==> src/rtl/lcd_cfg.svh <==
// offsets, field positions, reset values and timing counts of the lcd driver
`ifndef LCD_CFG_SVH
`define LCD_CFG_SVH

// ----------------------------------------------------------------
// register map
// ----------------------------------------------------------------
`define LCD_RAM_BASE      16'h53C0
`define LCD_RAM_WINDOW    16'h0040
`define LCD_CLOCKING_CONTROL_REG_ADDR     16'h53A0
`define LCD_DISPLAY_CONTROL_REG_ADDR     16'h53A1
`define RAM_BYTES_LARGE   56
`define RAM_BYTES_SMALL   40
`define SHARED_PINS       4

// ----------------------------------------------------------------
// fields and reset values
// ----------------------------------------------------------------
`define CCTL_DUTY_LSB     0
`define CCTL_FRM_LSB      4
`define CCTL_EN_BIT       7
`define DCTL_AREA_BIT     0
`define DCTL_SEG_BIT      1
`define DCTL_COM_BIT      2
`define DCTL_SLOT_LSB     4
`define DUTY_RST          3'h4
`define FRM_RST           2'h1
`define SEG_ORD_RST       1'h1
`define COM_ORD_RST       1'h1

// ----------------------------------------------------------------
// timing: lcd operating clock made from the 25 MHz system clock
// ----------------------------------------------------------------
`define SYS_CLK_HZ        25000000
`define LCD_CLK_HZ        32768
`define LCD_OPERATING_CLOCK_DIV          (`SYS_CLK_HZ / `LCD_CLK_HZ)
`define RATIO_0           256
`define RATIO_1           512
`define RATIO_2           680
`define RATIO_3           1024
`define RATIO3_0          252
`define RATIO3_1          504
`define RATIO3_2          681
`define RATIO3_3          1008

`endif

==> src/rtl/lcd_pkg.sv <==
// types shared by the lcd driver modules
package lcd_pkg;
    typedef enum logic [2:0] {
        DUTY_STATIC  = 3'h0,
        DUTY_HALF    = 3'h1,
        DUTY_THIRD   = 3'h2,
        DUTY_QUARTER = 3'h3,
        DUTY_EIGHTH  = 3'h4
    } duty_type;
endpackage

==> src/rtl/lcd_frame_divider.sv <==
// lcd operating clock enable made from the system clock
module lcd_frame_divider #(
    parameter int DIV = 762
) (
    input  wire logic clk,
    input  wire logic nrst,
    input  wire logic run,
    output logic      tick
);
    typedef struct packed {
        logic [11:0] cnt;
        logic        tick;
    } state_type;

    state_type s_r;
    state_type s_nxt;

    always_comb begin
        s_nxt = s_r;
        s_nxt.tick = 1'b0;
        if (!run) begin
            s_nxt.cnt = 12'h000;
        end else if (s_r.cnt >= 12'(DIV - 1)) begin
            s_nxt.cnt = 12'h000;
            s_nxt.tick = 1'b1;
        end else begin
            s_nxt.cnt = s_r.cnt + 12'h001;
        end
    end

    always_ff @(posedge clk or negedge nrst) begin
        if (!nrst) begin
            s_r <= '0;
        end else begin
            s_r <= s_nxt;
        end
    end

    assign tick = s_r.tick;
endmodule // lcd_frame_divider

==> src/rtl/lcd_display_ram.sv <==
// display memory byte array, flattened for the segment mapper
module lcd_display_ram #(
    parameter int BYTES = 56
) (
    input  wire logic               clk,
    input  wire logic               nrst,
    input  wire logic               wr_en,
    input  wire logic [5:0]         wr_idx,
    input  wire logic [7:0]         wr_data,
    output logic [BYTES*8-1:0]      mem_bits
);
    typedef struct packed {
        logic [BYTES-1:0][7:0] mem;
    } state_type;

    state_type s_r;
    state_type s_nxt;

    always_comb begin
        s_nxt = s_r;
        if (wr_en && (int'(wr_idx) < BYTES)) begin
            s_nxt.mem[wr_idx] = wr_data;
        end
    end

    always_ff @(posedge clk or negedge nrst) begin
        if (!nrst) begin
            s_r <= '0;
        end else begin
            s_r <= s_nxt;
        end
    end

    assign mem_bits = s_r.mem;
endmodule // lcd_display_ram

==> src/rtl/lcd_duty_and_display_memory.sv <==
// lcd duty control, scan timing and display memory mapping
//
// Overview of operation
// three-bit duty code, reset 1/8, 5-7 reserved
// active commons and segments follow the duty
// large part shares four pins as COM/SEG
// small part shares four pins as COM/SEG
// large part has 56 RAM bytes
// small part has 40 RAM bytes
// bit one lights pixel, zero darkens it
// display RAM is fully readable and writable
// unmapped RAM bits are plain storage
// two screen areas outside 1/8 duty
// segment order bit, reset ascending
// common order bit, reset ascending
// 1/8 duty byte and bit mapping
// 1/4 duty byte and area mapping
// frame length from divider select and duty
// registers usable while panel clock stopped
// commons scanned in equal slots
// setting changes apply from next slot (a frame select change here sets the length of the running slot)
`include "lcd_cfg.svh"

module lcd_duty_and_display_memory
    import lcd_pkg::*;
#(
    parameter int RAM_BYTES = `RAM_BYTES_LARGE,
    parameter int LCD_OPERATING_CLOCK_DIV  = `LCD_OPERATING_CLOCK_DIV
) (
    input  wire logic                 clk,
    input  wire logic                 nrst,
    input  wire logic [15:0]          addr,
    input  wire logic [7:0]           wdata,
    input  wire logic                 wr,
    input  wire logic                 rd,
    output logic [7:0]                rdata,
    output logic [3:0]                com_pin,
    output logic [`SHARED_PINS-1:0]   shared_pin,
    output logic [RAM_BYTES-5:0]      seg_pin
);
    localparam int SEG_DED = RAM_BYTES - `SHARED_PINS;

    typedef struct packed {
        logic [2:0]           duty;
        logic [1:0]           frm_sel;
        logic                 lcd_en;
        logic                 area;
        logic                 seg_ord;
        logic                 com_ord;
        logic [2:0]           scan_duty;
        logic                 scan_area;
        logic                 scan_seg_ord;
        logic                 scan_com_ord;
        logic [10:0]          slot_cnt;
        logic [2:0]           slot;
        logic [7:0]           rdata;
        logic [3:0]           com_pin;
        logic [3:0]           shared_pin;
        logic [SEG_DED-1:0]   seg_pin;
    } state_type;

    state_type                s_r;
    state_type                s_nxt;
    logic                     lcd_tick;
    logic [RAM_BYTES*8-1:0]   mem;
    logic [15:0]              ram_off;
    logic                     ram_hit;
    logic [7:0]               ram_byte;
    logic [3:0]               ncom;
    logic [6:0]               nseg;
    logic [2:0]               bit_sel;
    logic [10:0]              slot_len;
    logic                     slot_end;
    logic [7:0]               com_line;
    logic [RAM_BYTES-1:0]     pix;

    // ----------------------------------------------------------------
    // duty derived line counts and slot length
    // ----------------------------------------------------------------
    function automatic logic [3:0] com_count(input logic [2:0] d);
        case (d)
            DUTY_EIGHTH:  com_count = 4'h8;
            DUTY_QUARTER: com_count = 4'h4;
            DUTY_THIRD:   com_count = 4'h3;
            DUTY_HALF:    com_count = 4'h2;
            DUTY_STATIC:  com_count = 4'h1;
            default:      com_count = 4'h0;
        endcase
    endfunction

    // one frame split evenly over the scanned commons
    function automatic logic [10:0] slot_length(input logic [2:0] d, input logic [1:0] f);
        logic [10:0] r;
        r = 11'h000;
        case (f)
            2'h0:    r = (d == DUTY_THIRD) ? 11'(`RATIO3_0 / 3) : 11'(`RATIO_0);
            2'h1:    r = (d == DUTY_THIRD) ? 11'(`RATIO3_1 / 3) : 11'(`RATIO_1);
            2'h2:    r = (d == DUTY_THIRD) ? 11'(`RATIO3_2 / 3) : 11'(`RATIO_2);
            default: r = (d == DUTY_THIRD) ? 11'(`RATIO3_3 / 3) : 11'(`RATIO_3);
        endcase
        case (d)
            DUTY_EIGHTH:  slot_length = r >> 3;
            DUTY_QUARTER: slot_length = r >> 2;
            DUTY_HALF:    slot_length = r >> 1;
            default:      slot_length = r;
        endcase
    endfunction

    // ----------------------------------------------------------------
    // sub blocks
    // ----------------------------------------------------------------
    // the panel clock only gates scanning; the bus side never waits on it
    lcd_frame_divider #(
        .DIV (LCD_OPERATING_CLOCK_DIV)
    ) u_div (
        .clk  (clk),
        .nrst (nrst),
        .run  (s_r.lcd_en),
        .tick (lcd_tick)
    );

    lcd_display_ram #(
        .BYTES (RAM_BYTES)
    ) u_ram (
        .clk      (clk),
        .nrst     (nrst),
        .wr_en    (wr && ram_hit),
        .wr_idx   (ram_off[5:0]),
        .wr_data  (wdata),
        .mem_bits (mem)
    );

    // ----------------------------------------------------------------
    // address decode
    // ----------------------------------------------------------------
    assign ram_off  = addr - `LCD_RAM_BASE;
    assign ram_hit  = (addr >= `LCD_RAM_BASE) && (ram_off < 16'(RAM_BYTES));
    assign ram_byte = ram_hit ? mem[ram_off[5:0]*8 +: 8] : 8'h00;

    // ----------------------------------------------------------------
    // memory to panel mapping
    // ----------------------------------------------------------------
    assign ncom     = com_count(s_r.scan_duty);
    assign nseg     = (s_r.scan_duty == DUTY_EIGHTH) ? 7'(SEG_DED) : 7'(RAM_BYTES);
    assign slot_len = slot_length(s_r.scan_duty, s_r.frm_sel);
    assign slot_end = lcd_tick && (s_r.slot_cnt >= slot_len - 11'h001);

    // area bit only acts below 1/8 duty, where a byte holds two screens
    always_comb begin
        bit_sel = s_r.scan_com_ord ? s_r.slot : 3'(ncom - 4'h1 - 4'(s_r.slot));
        if ((s_r.scan_duty != DUTY_EIGHTH) && s_r.scan_area) begin
            bit_sel = bit_sel + 3'h4;
        end
    end

    for (genvar g = 0; g < RAM_BYTES; g++) begin : g_seg
        logic [5:0] byte_sel;
        always_comb begin
            byte_sel = s_r.scan_seg_ord ? 6'(g) : 6'(nseg - 7'h01 - 7'(g));
            pix[g] = 1'b0;
            if (7'(g) < nseg) begin
                pix[g] = mem[{byte_sel, bit_sel}];
            end
        end
    end

    for (genvar c = 0; c < 8; c++) begin : g_com
        assign com_line[c] = s_r.lcd_en && (s_r.slot == 3'(c)) && (4'(c) < ncom);
    end

    // ----------------------------------------------------------------
    // next state
    // ----------------------------------------------------------------
    always_comb begin
        s_nxt = s_r;
        s_nxt.rdata = 8'h00;

        if (wr && (addr == `LCD_CLOCKING_CONTROL_REG_ADDR)) begin
            s_nxt.duty    = wdata[`CCTL_DUTY_LSB +: 3];
            s_nxt.frm_sel = wdata[`CCTL_FRM_LSB +: 2];
            s_nxt.lcd_en  = wdata[`CCTL_EN_BIT];
        end
        if (wr && (addr == `LCD_DISPLAY_CONTROL_REG_ADDR)) begin
            s_nxt.area    = wdata[`DCTL_AREA_BIT];
            s_nxt.seg_ord = wdata[`DCTL_SEG_BIT];
            s_nxt.com_ord = wdata[`DCTL_COM_BIT];
        end

        if (rd) begin
            if (ram_hit) begin
                s_nxt.rdata = ram_byte;
            end else if (addr == `LCD_CLOCKING_CONTROL_REG_ADDR) begin
                s_nxt.rdata = {s_r.lcd_en, 1'b0, s_r.frm_sel, 1'b0, s_r.duty};
            end else if (addr == `LCD_DISPLAY_CONTROL_REG_ADDR) begin
                s_nxt.rdata = {1'b0, s_r.slot, 1'b0, s_r.com_ord, s_r.seg_ord, s_r.area};
            end
        end

        // scan: duty, area and order settings are sampled at a slot edge, and every cycle while lcd_en is low
        if (!s_r.lcd_en) begin
            s_nxt.slot_cnt     = 11'h000;
            s_nxt.slot         = 3'h0;
            s_nxt.scan_duty    = s_r.duty;
            s_nxt.scan_area    = s_r.area;
            s_nxt.scan_seg_ord = s_r.seg_ord;
            s_nxt.scan_com_ord = s_r.com_ord;
        end else if (slot_end) begin
            s_nxt.slot_cnt     = 11'h000;
            s_nxt.scan_duty    = s_r.duty;
            s_nxt.scan_area    = s_r.area;
            s_nxt.scan_seg_ord = s_r.seg_ord;
            s_nxt.scan_com_ord = s_r.com_ord;
            if (4'(s_r.slot) + 4'h1 >= com_count(s_r.duty)) begin
                s_nxt.slot = 3'h0;
            end else begin
                s_nxt.slot = s_r.slot + 3'h1;
            end
        end else if (lcd_tick) begin
            s_nxt.slot_cnt = s_r.slot_cnt + 11'h001;
        end

        // panel pins, dark while the panel clock is stopped
        s_nxt.com_pin = com_line[3:0];
        // a reserved duty scans no common, so its segments stay dark too
        s_nxt.seg_pin = (s_r.lcd_en && (ncom != 4'h0)) ? pix[SEG_DED-1:0] : '0;
        for (int i = 0; i < `SHARED_PINS; i++) begin
            if (s_r.scan_duty == DUTY_EIGHTH) begin
                s_nxt.shared_pin[i] = com_line[4+i];
            end else begin
                s_nxt.shared_pin[i] = s_r.lcd_en && (ncom != 4'h0) && pix[RAM_BYTES-1-i];
            end
        end
    end

    always_ff @(posedge clk or negedge nrst) begin
        if (!nrst) begin
            s_r              <= '0;
            s_r.duty         <= `DUTY_RST;
            s_r.frm_sel      <= `FRM_RST;
            s_r.seg_ord      <= `SEG_ORD_RST;
            s_r.com_ord      <= `COM_ORD_RST;
            s_r.scan_duty    <= `DUTY_RST;
            s_r.scan_seg_ord <= `SEG_ORD_RST;
            s_r.scan_com_ord <= `COM_ORD_RST;
        end else begin
            s_r <= s_nxt;
        end
    end

    assign rdata      = s_r.rdata;
    assign com_pin    = s_r.com_pin;
    assign shared_pin = s_r.shared_pin;
    assign seg_pin    = s_r.seg_pin;
endmodule // lcd_duty_and_display_memory

==> config.mk <==
export PLATFORM = sky130hd
export DESIGN_NAME = lcd_duty_and_display_memory
export DESIGN_NICKNAME = d
export VERILOG_FILES = /design/src/rtl/lcd_pkg.sv /design/src/rtl/lcd_frame_divider.sv /design/src/rtl/lcd_display_ram.sv /design/src/rtl/lcd_duty_and_display_memory.sv
export VERILOG_INCLUDE_DIRS = /design/src /design/src/rtl
export SDC_FILE = /design/constraint.sdc
export NUM_CORES = 1
export LEC_CHECK = 0
export BUFFER_PORTS_ARGS = -buffer_cell sky130_fd_sc_hd__buf_4
export CAP_MARGIN = 40
export CORE_ASPECT_RATIO = 1.1
export CORE_MARGIN = 2
export CORE_UTILIZATION = 30
export CTS_CLUSTER_SIZE = 28
export DETAILED_ROUTE_END_ITERATION = 16
export HOLD_SLACK_MARGIN = 0.1
export PLACE_DENSITY = 0.42
export SETUP_SLACK_MARGIN = 0.1
export SYNTH_ARGS = -nofsm -noshare
export SYNTH_HDL_FRONTEND = slang
export SYNTH_SLANG_ARGS = --single-unit
==> constraint.sdc <==
create_clock -name clk -period 4.6 [get_ports clk]
set_input_delay 0.69 -clock clk [delete_from_list [all_inputs] [get_ports clk]]
set_output_delay 0.69 -clock clk [all_outputs]
set_load 0.1 [all_outputs]
# Word level (Yosys, flattened, before mapping)
# Index checks and enable logic that the tools add are counted.
dict set report word_totals {
  in_bits 28
  output_inout_bits 68
  word_cells 583
  regBits 558
}
dict set report classes {
  magnitude_cmp 128
  n_reduce_logical 34
  shift 1
  eq_ne 22
  n_addsub 65
  muxes 259
}
# operator count
set ops {}
lappend ops {{$lt 9x10->1 const B} 56}
lappend ops {{$bmux 1 s9} 56}
lappend ops {{$bwmux 448} 1}
lappend ops {{$shiftx 448x10->8} 1}
lappend ops {{$mux 6} 57}
lappend ops {{$lt 6x6->1 const A} 24}
lappend ops {{$sub 6x6->6 const B} 24}
lappend ops {{$mux 1} 118}
lappend ops {{$lt 5x6->1 const A} 16}
lappend ops {{$sub 6x5->6 const B} 16}
lappend ops {{$pmux 11 s3} 2}
lappend ops {{$mux 52} 1}
lappend ops {{$demux 8 s6} 1}
lappend ops {{$lt 4x6->1 const A} 8}
lappend ops {{$sub 6x4->6 const B} 8}
lappend ops {{$pmux 4 s5} 2}
lappend ops {{$mux 11} 3}
lappend ops {{$eq 16x15->1 const B} 2}
lappend ops {{$mux 8} 4}
lappend ops {{$logic_and 1x1->1} 29}
lappend ops {{$lt 3x6->1 const A} 4}
lappend ops {{$mux 12} 2}
lappend ops {{$sub 6x3->6 const B} 4}
lappend ops {{$mux 10} 2}
lappend ops {{40 further kinds} 68}

# Logic depth before layout (Yosys ltp)
dict set report logic_depth {
  word_depth 13
  depth_mapped 18
  ltp_nobuf 15
}

# By module
# From an unflattened synthesis, not the netlist that was laid out.
dict set report unflattened {
  cells_unflattened 2228
  area_unflattened_um2 30521.8
}
# mod area_per_inst_um2 seq_area_each_um2 cells_each instances
set by_module_without_submodules {}
lappend by_module_without_submodules {lcd_display_ram 17161.5 11210.8 1045 1}
lappend by_module_without_submodules {lcd_duty_and_display_memory 12684.7 2436.1 1118 1}
lappend by_module_without_submodules {lcd_frame_divider 675.6 325.3 65 1}

# Least setup slack after synthesis
# OpenSTA, ideal clock, no wires.
dict set report synth_path {
  kind {flip-flop to flip-flop}
  startpoint {register s_r[87] (netlist bit)}
  endpoint {register s_r[84] (netlist bit)}
  arrival_time_ns 3.885
  synth_period_minus_slack_ns 4.010
  setup_ns 0.125
  path_buffers 3
  setup_slack_ns 0.590
  path_stages_with_launch 16
  required_ns 4.475
  cell_sequence {dfstp_2 > clkbuf_1 > clkbuf_1 > nor2b_1 > o21ai_0 > ha_1 > clkbuf_1 > nor3_1 > a22oi_1 > o22a_1 > ha_1 > or4b_2 > a211oi_1 > o31a_1 > nor2_1 > mux2_2}
}
dict set report synth_between {
  elab_chain_len 8
  word_cells_on_any_way 14
  cone_classes {add/sub (1); order compare (1); eq/ne (5); mux (6); reduce/logical (1)}
}
# element line
set synth_rtl {}
lappend synth_rtl {{from (decl)} lcd_duty_and_display_memory.sv:62} ;# state_type s_r;
lappend synth_rtl {{from (signal assigned)} lcd_duty_and_display_memory.sv:246} ;# s_r <= s_nxt;
lappend synth_rtl {{$eq 3x2->1} n/a}
lappend synth_rtl {{$mux 10, or another cell as far along} lcd_duty_and_display_memory.sv:98} ;# 2'h2: r = (d == DUTY_THIRD) ? 11'(`RATIO3_2 / 3) : 11'(`RATIO_2);
lappend synth_rtl {{$pmux 11 s3} lcd_duty_and_display_memory.sv:95} ;# case (f)
lappend synth_rtl {{$pmux 11 s3 *} lcd_duty_and_display_memory.sv:101} ;# case (d)
lappend synth_rtl {{$sub 11x1->11 *} lcd_duty_and_display_memory.sv:146} ;# assign slot_end = lcd_tick && (s_r.slot_cnt >= slot_len - 11'h001);
lappend synth_rtl {{$ge 11x11->1 *} lcd_duty_and_display_memory.sv:146}
lappend synth_rtl {{$logic_and 1x1->1 *} lcd_duty_and_display_memory.sv:146}
lappend synth_rtl {{$ne 2x1->1 (no source line) *} n/a}
# Mark *: on every way between the ends. The rest lies on a longest branch, timed or not.
# A chain may end at the register's enable or synchronous reset.

==> flow_metrics.env <==
export IMPL_drtPass1Iterations=5
export IMPL_wl_per_cell_um=29.3
export IMPL_fill_cells=9744
export IMPL_dieArea_sq_mm=0.103
export IMPL_hold_buffers=0
export IMPL_arrival_ns=4.61
export IMPL_finalSetupTns_ns=0
export IMPL_ys_top_cells_by_area="dfrtp_1 46%, mux2_2 18%, mux4_2 16%, mux2i_1 3.6%, buf_4 2.1%"
export IMPL_antenna_found_initial=7
export IMPL_met2_usage_pct=33.3
export IMPL_synth_top_area_share_pct=45.7
export IMPL_drt_iter0_drc=1414
export IMPL_worstSetupStartpointType="flop"
export IMPL_core_area_sq_mm=0.100
export IMPL_grt_pass1_vias=20200
export IMPL_yosysSeqAreaShare_pct=46.3
export IMPL_nets=2231
export IMPL_hold_class="in2async"
export IMPL_synth_async_reset_ratio_pct=100
export IMPL_post_place_ws_ns=0.506
export IMPL_drc_errors=0
export IMPL_fp_dieH_um=337
export IMPL_place_gp_congestion=0.896
export IMPL_syn_avg_cell_area_sq_um=13.9
export IMPL_tightest_slew_ns=0.987
export IMPL_drtAntennaViolNets=0
export IMPL_cts_tree="yes"
export IMPL_path_class="reg2reg"
export IMPL_path_clk_slew_ns=0.06
export IMPL_period_share_pct=90.1
export IMPL_gr_usage_met1_pct=27.6
export IMPL_power_frac_clock_pct=50.6
export IMPL_synth_area_sq_mm=0.0302
export IMPL_hpwl_um=73400
export IMPL_hold_violations=0
export IMPL_period_minus_slack_ns=4.14
export IMPL_yosys_area_top_type="dfrtp_1"
export IMPL_top_usage_layer="met2"
export IMPL_yosysUniqueCellTypes=66
export IMPL_syn_to_final_growth_pct=14.3
export IMPL_clock_path_buffers=3
export IMPL_crit_path_max_fanout=40
export IMPL_use_met3_pct=3.66
export IMPL_drv_cap=0
export IMPL_via_per_inst=5.47
export IMPL_swShare_pct=24.1
export IMPL_cts_setup_buffers=0
export IMPL_skew_ns=0.0297
export IMPL_maxSlewViolCount=0
export IMPL_setup_slack_ns=0.457
export IMPL_clkLatencyLatePin_ns=0.64
export IMPL_ys_warn_count=0
export IMPL_synth_top_flop_cell="dfrtp_1"
export IMPL_grt_pass1_wl_um=152000
export IMPL_cts_resized=0
export IMPL_cts_num_sinks=558
export IMPL_fmax_ghz=0.241
export IMPL_place_area_sq_mm=0.0322
export IMPL_row_count=122
export IMPL_synth_edf_count=0
export IMPL_vias=19300
export IMPL_grt_setup_unrepaired="no"
export IMPL_vdd_ir_drop_max_v=0.000235
export IMPL_relSlewSlack_pct=34.2
export IMPL_initial_core_util_pct=30.1
export IMPL_final_cell_mix="551 x dfrtp_1, 472 x mux2_2, 208 x mux4_2"
export IMPL_status="completed"
export IMPL_die_w_um=306
export IMPL_p_int_w=0.00831
export IMPL_port_buffers=95
export IMPL_final_common_cell="dfrtp_1"
export IMPL_cp_end_kind="flop"
export IMPL_switchingPower_w=0.00264
export IMPL_drive_gt1_share_pct=46.5
export IMPL_p_seq_share_pct=44.9
export IMPL_ys_seq_elements=558
export IMPL_fin_area_sq_mm=0.0345
export IMPL_critPathRequiredTime_ns=5.07
export IMPL_routed_wl_um=103000
export IMPL_root_buffer="clkbuf_16"
export IMPL_power_frac_comb_pct=4.6
export IMPL_htreeDepth=3
export IMPL_io_pins=96
export IMPL_cts_made_buffers=67
export IMPL_p_leak_nw=15.5
export IMPL_power_density_mw_per_mm2=318
export IMPL_grt_max_degree=107
export IMPL_postSynthCellCount=2168
export IMPL_setup_viol=0
export IMPL_grt_overflow_total=0
export IMPL_grt_use_total_pct=20.2
## registers in the layout (all words and copies together), names as in the netlist
signal and count:
shared_pin 4, u_ram.mem_bits 448, com_pin 4, u_div.tick 1
seg_pin 52, u_div.s_r 12, rdata 8, s_r 29
## stage by stage
step	hold WS, ns	util [%]	total power (W)	cells
global placement	0.491	32.0	0.00549	3400
floorplan	0.394	-	0.00521	2169
detailed placement	0.512	32.2	0.00551	3408
finish	0.140	34.4	0.0109	3530
global route	0.214	34.4	0.0113	3529
CTS	0.176	34.4	0.0111	3528
## critical path: stages (launching register included)
cell      delay, ns
dfrtp_1        0.75
nand2b_1       0.25
a21oi_1        0.26
fa_1           0.48
mux2i_4        0.19
buf_12         0.28
buf_12         0.26
mux4_2         0.37
mux2i_1        0.72
o22a_1         0.22
o21ai_0        0.08
## cell type report
class	instances	area (sq um)	share of cell area, %
clock buffers	89	1860	5.39
multi-input cells	1371	15000	43.4
diodes	2	5.00	0.0145
well taps	1302	1630	4.72
clock inverters	31	414	1.20
inverters	9	33.8	0.0980
flip-flops and latches	558	14000	40.5
repair buffers	168	1580	4.59
## synthesized netlist by cell type (8+ instances only)
master	n
nand3_2	12
buf_4	83
mux4_2	208
nand4_1	8
o22a_1	54
nor3_1	10
buf_1	10
a211oi_1	22
o22ai_1	15
buf_2	30
nand2b_1	22
dfrtp_1	551
nor2_2	21
ha_1	27
xor2_1	13
inv_1	9
nand2_2	12
a21oi_1	30
xnor2_1	8
nor2_1	57
mux2i_1	110
nor2b_1	26
nand2_1	64
a31oi_1	8
clkbuf_1	104
o21ai_0	66
mux2_2	472
a22oi_1	18
## power groups by stage
| stage | logic [W] | registers [W] | clock network [W] |
|---|---|---|---|
| floorplan | 0.000207 | 0.00500 | 0 |
| global placement | 0.000487 | 0.00500 | 0 |
| detailed placement | 0.000511 | 0.00500 | 0 |
| CTS | 0.000511 | 0.00491 | 0.00569 |
| global route | 0.000538 | 0.00491 | 0.00588 |
| finish | 0.000498 | 0.00491 | 0.00554 |
## cells by family (layout without fill, tap and decap cells)
family,after synthesis,count (layout),synth area share (%)
xor+xnor,21,21,0.609
flops,558,558,46.3
compound gates,247,247,5.56
other cells,1,4,0.0124
buf+inv,240,297,4.24
fa+ha+maj,28,28,1.19
simple gates,282,282,5.27
mux,791,791,36.8
## worst paths after layout
kind | startpoint | endpoint | slack (ns) | depth (start not counted)
worst max-delay path | s_r[85] | seg_pin[14] | 0.46 | 10
worst min-delay path | nrst | u_ram.mem_bits[182] | 0.14 | 1
worst max register to register | s_r[85] | seg_pin[14] | 0.46 | 10
worst min register to register | u_div.s_r[10] | u_div.s_r[10] | 0.51 | 2
max in group asynchronous | nrst | u_ram.mem_bits[29] | 3.32 | 2
min in group clk | wdata[1] | u_ram.mem_bits[105] | 0.43 | 2
## routing by layer
| metal | wire [um] | vias up | part of all wire (%) |
|---|---|---|---|
| li1 | - | 8173 | - |
| met1 | 46400 | 10500 | 45 |
| met2 | 49900 | 501 | 48 |
| met3 | 5130 | 116 | 5.0 |
| met4 | 2000 | 6 | 1.9 |
| met5 | 48 | - | 0.046 |
(Power assumes the default switching activity.)
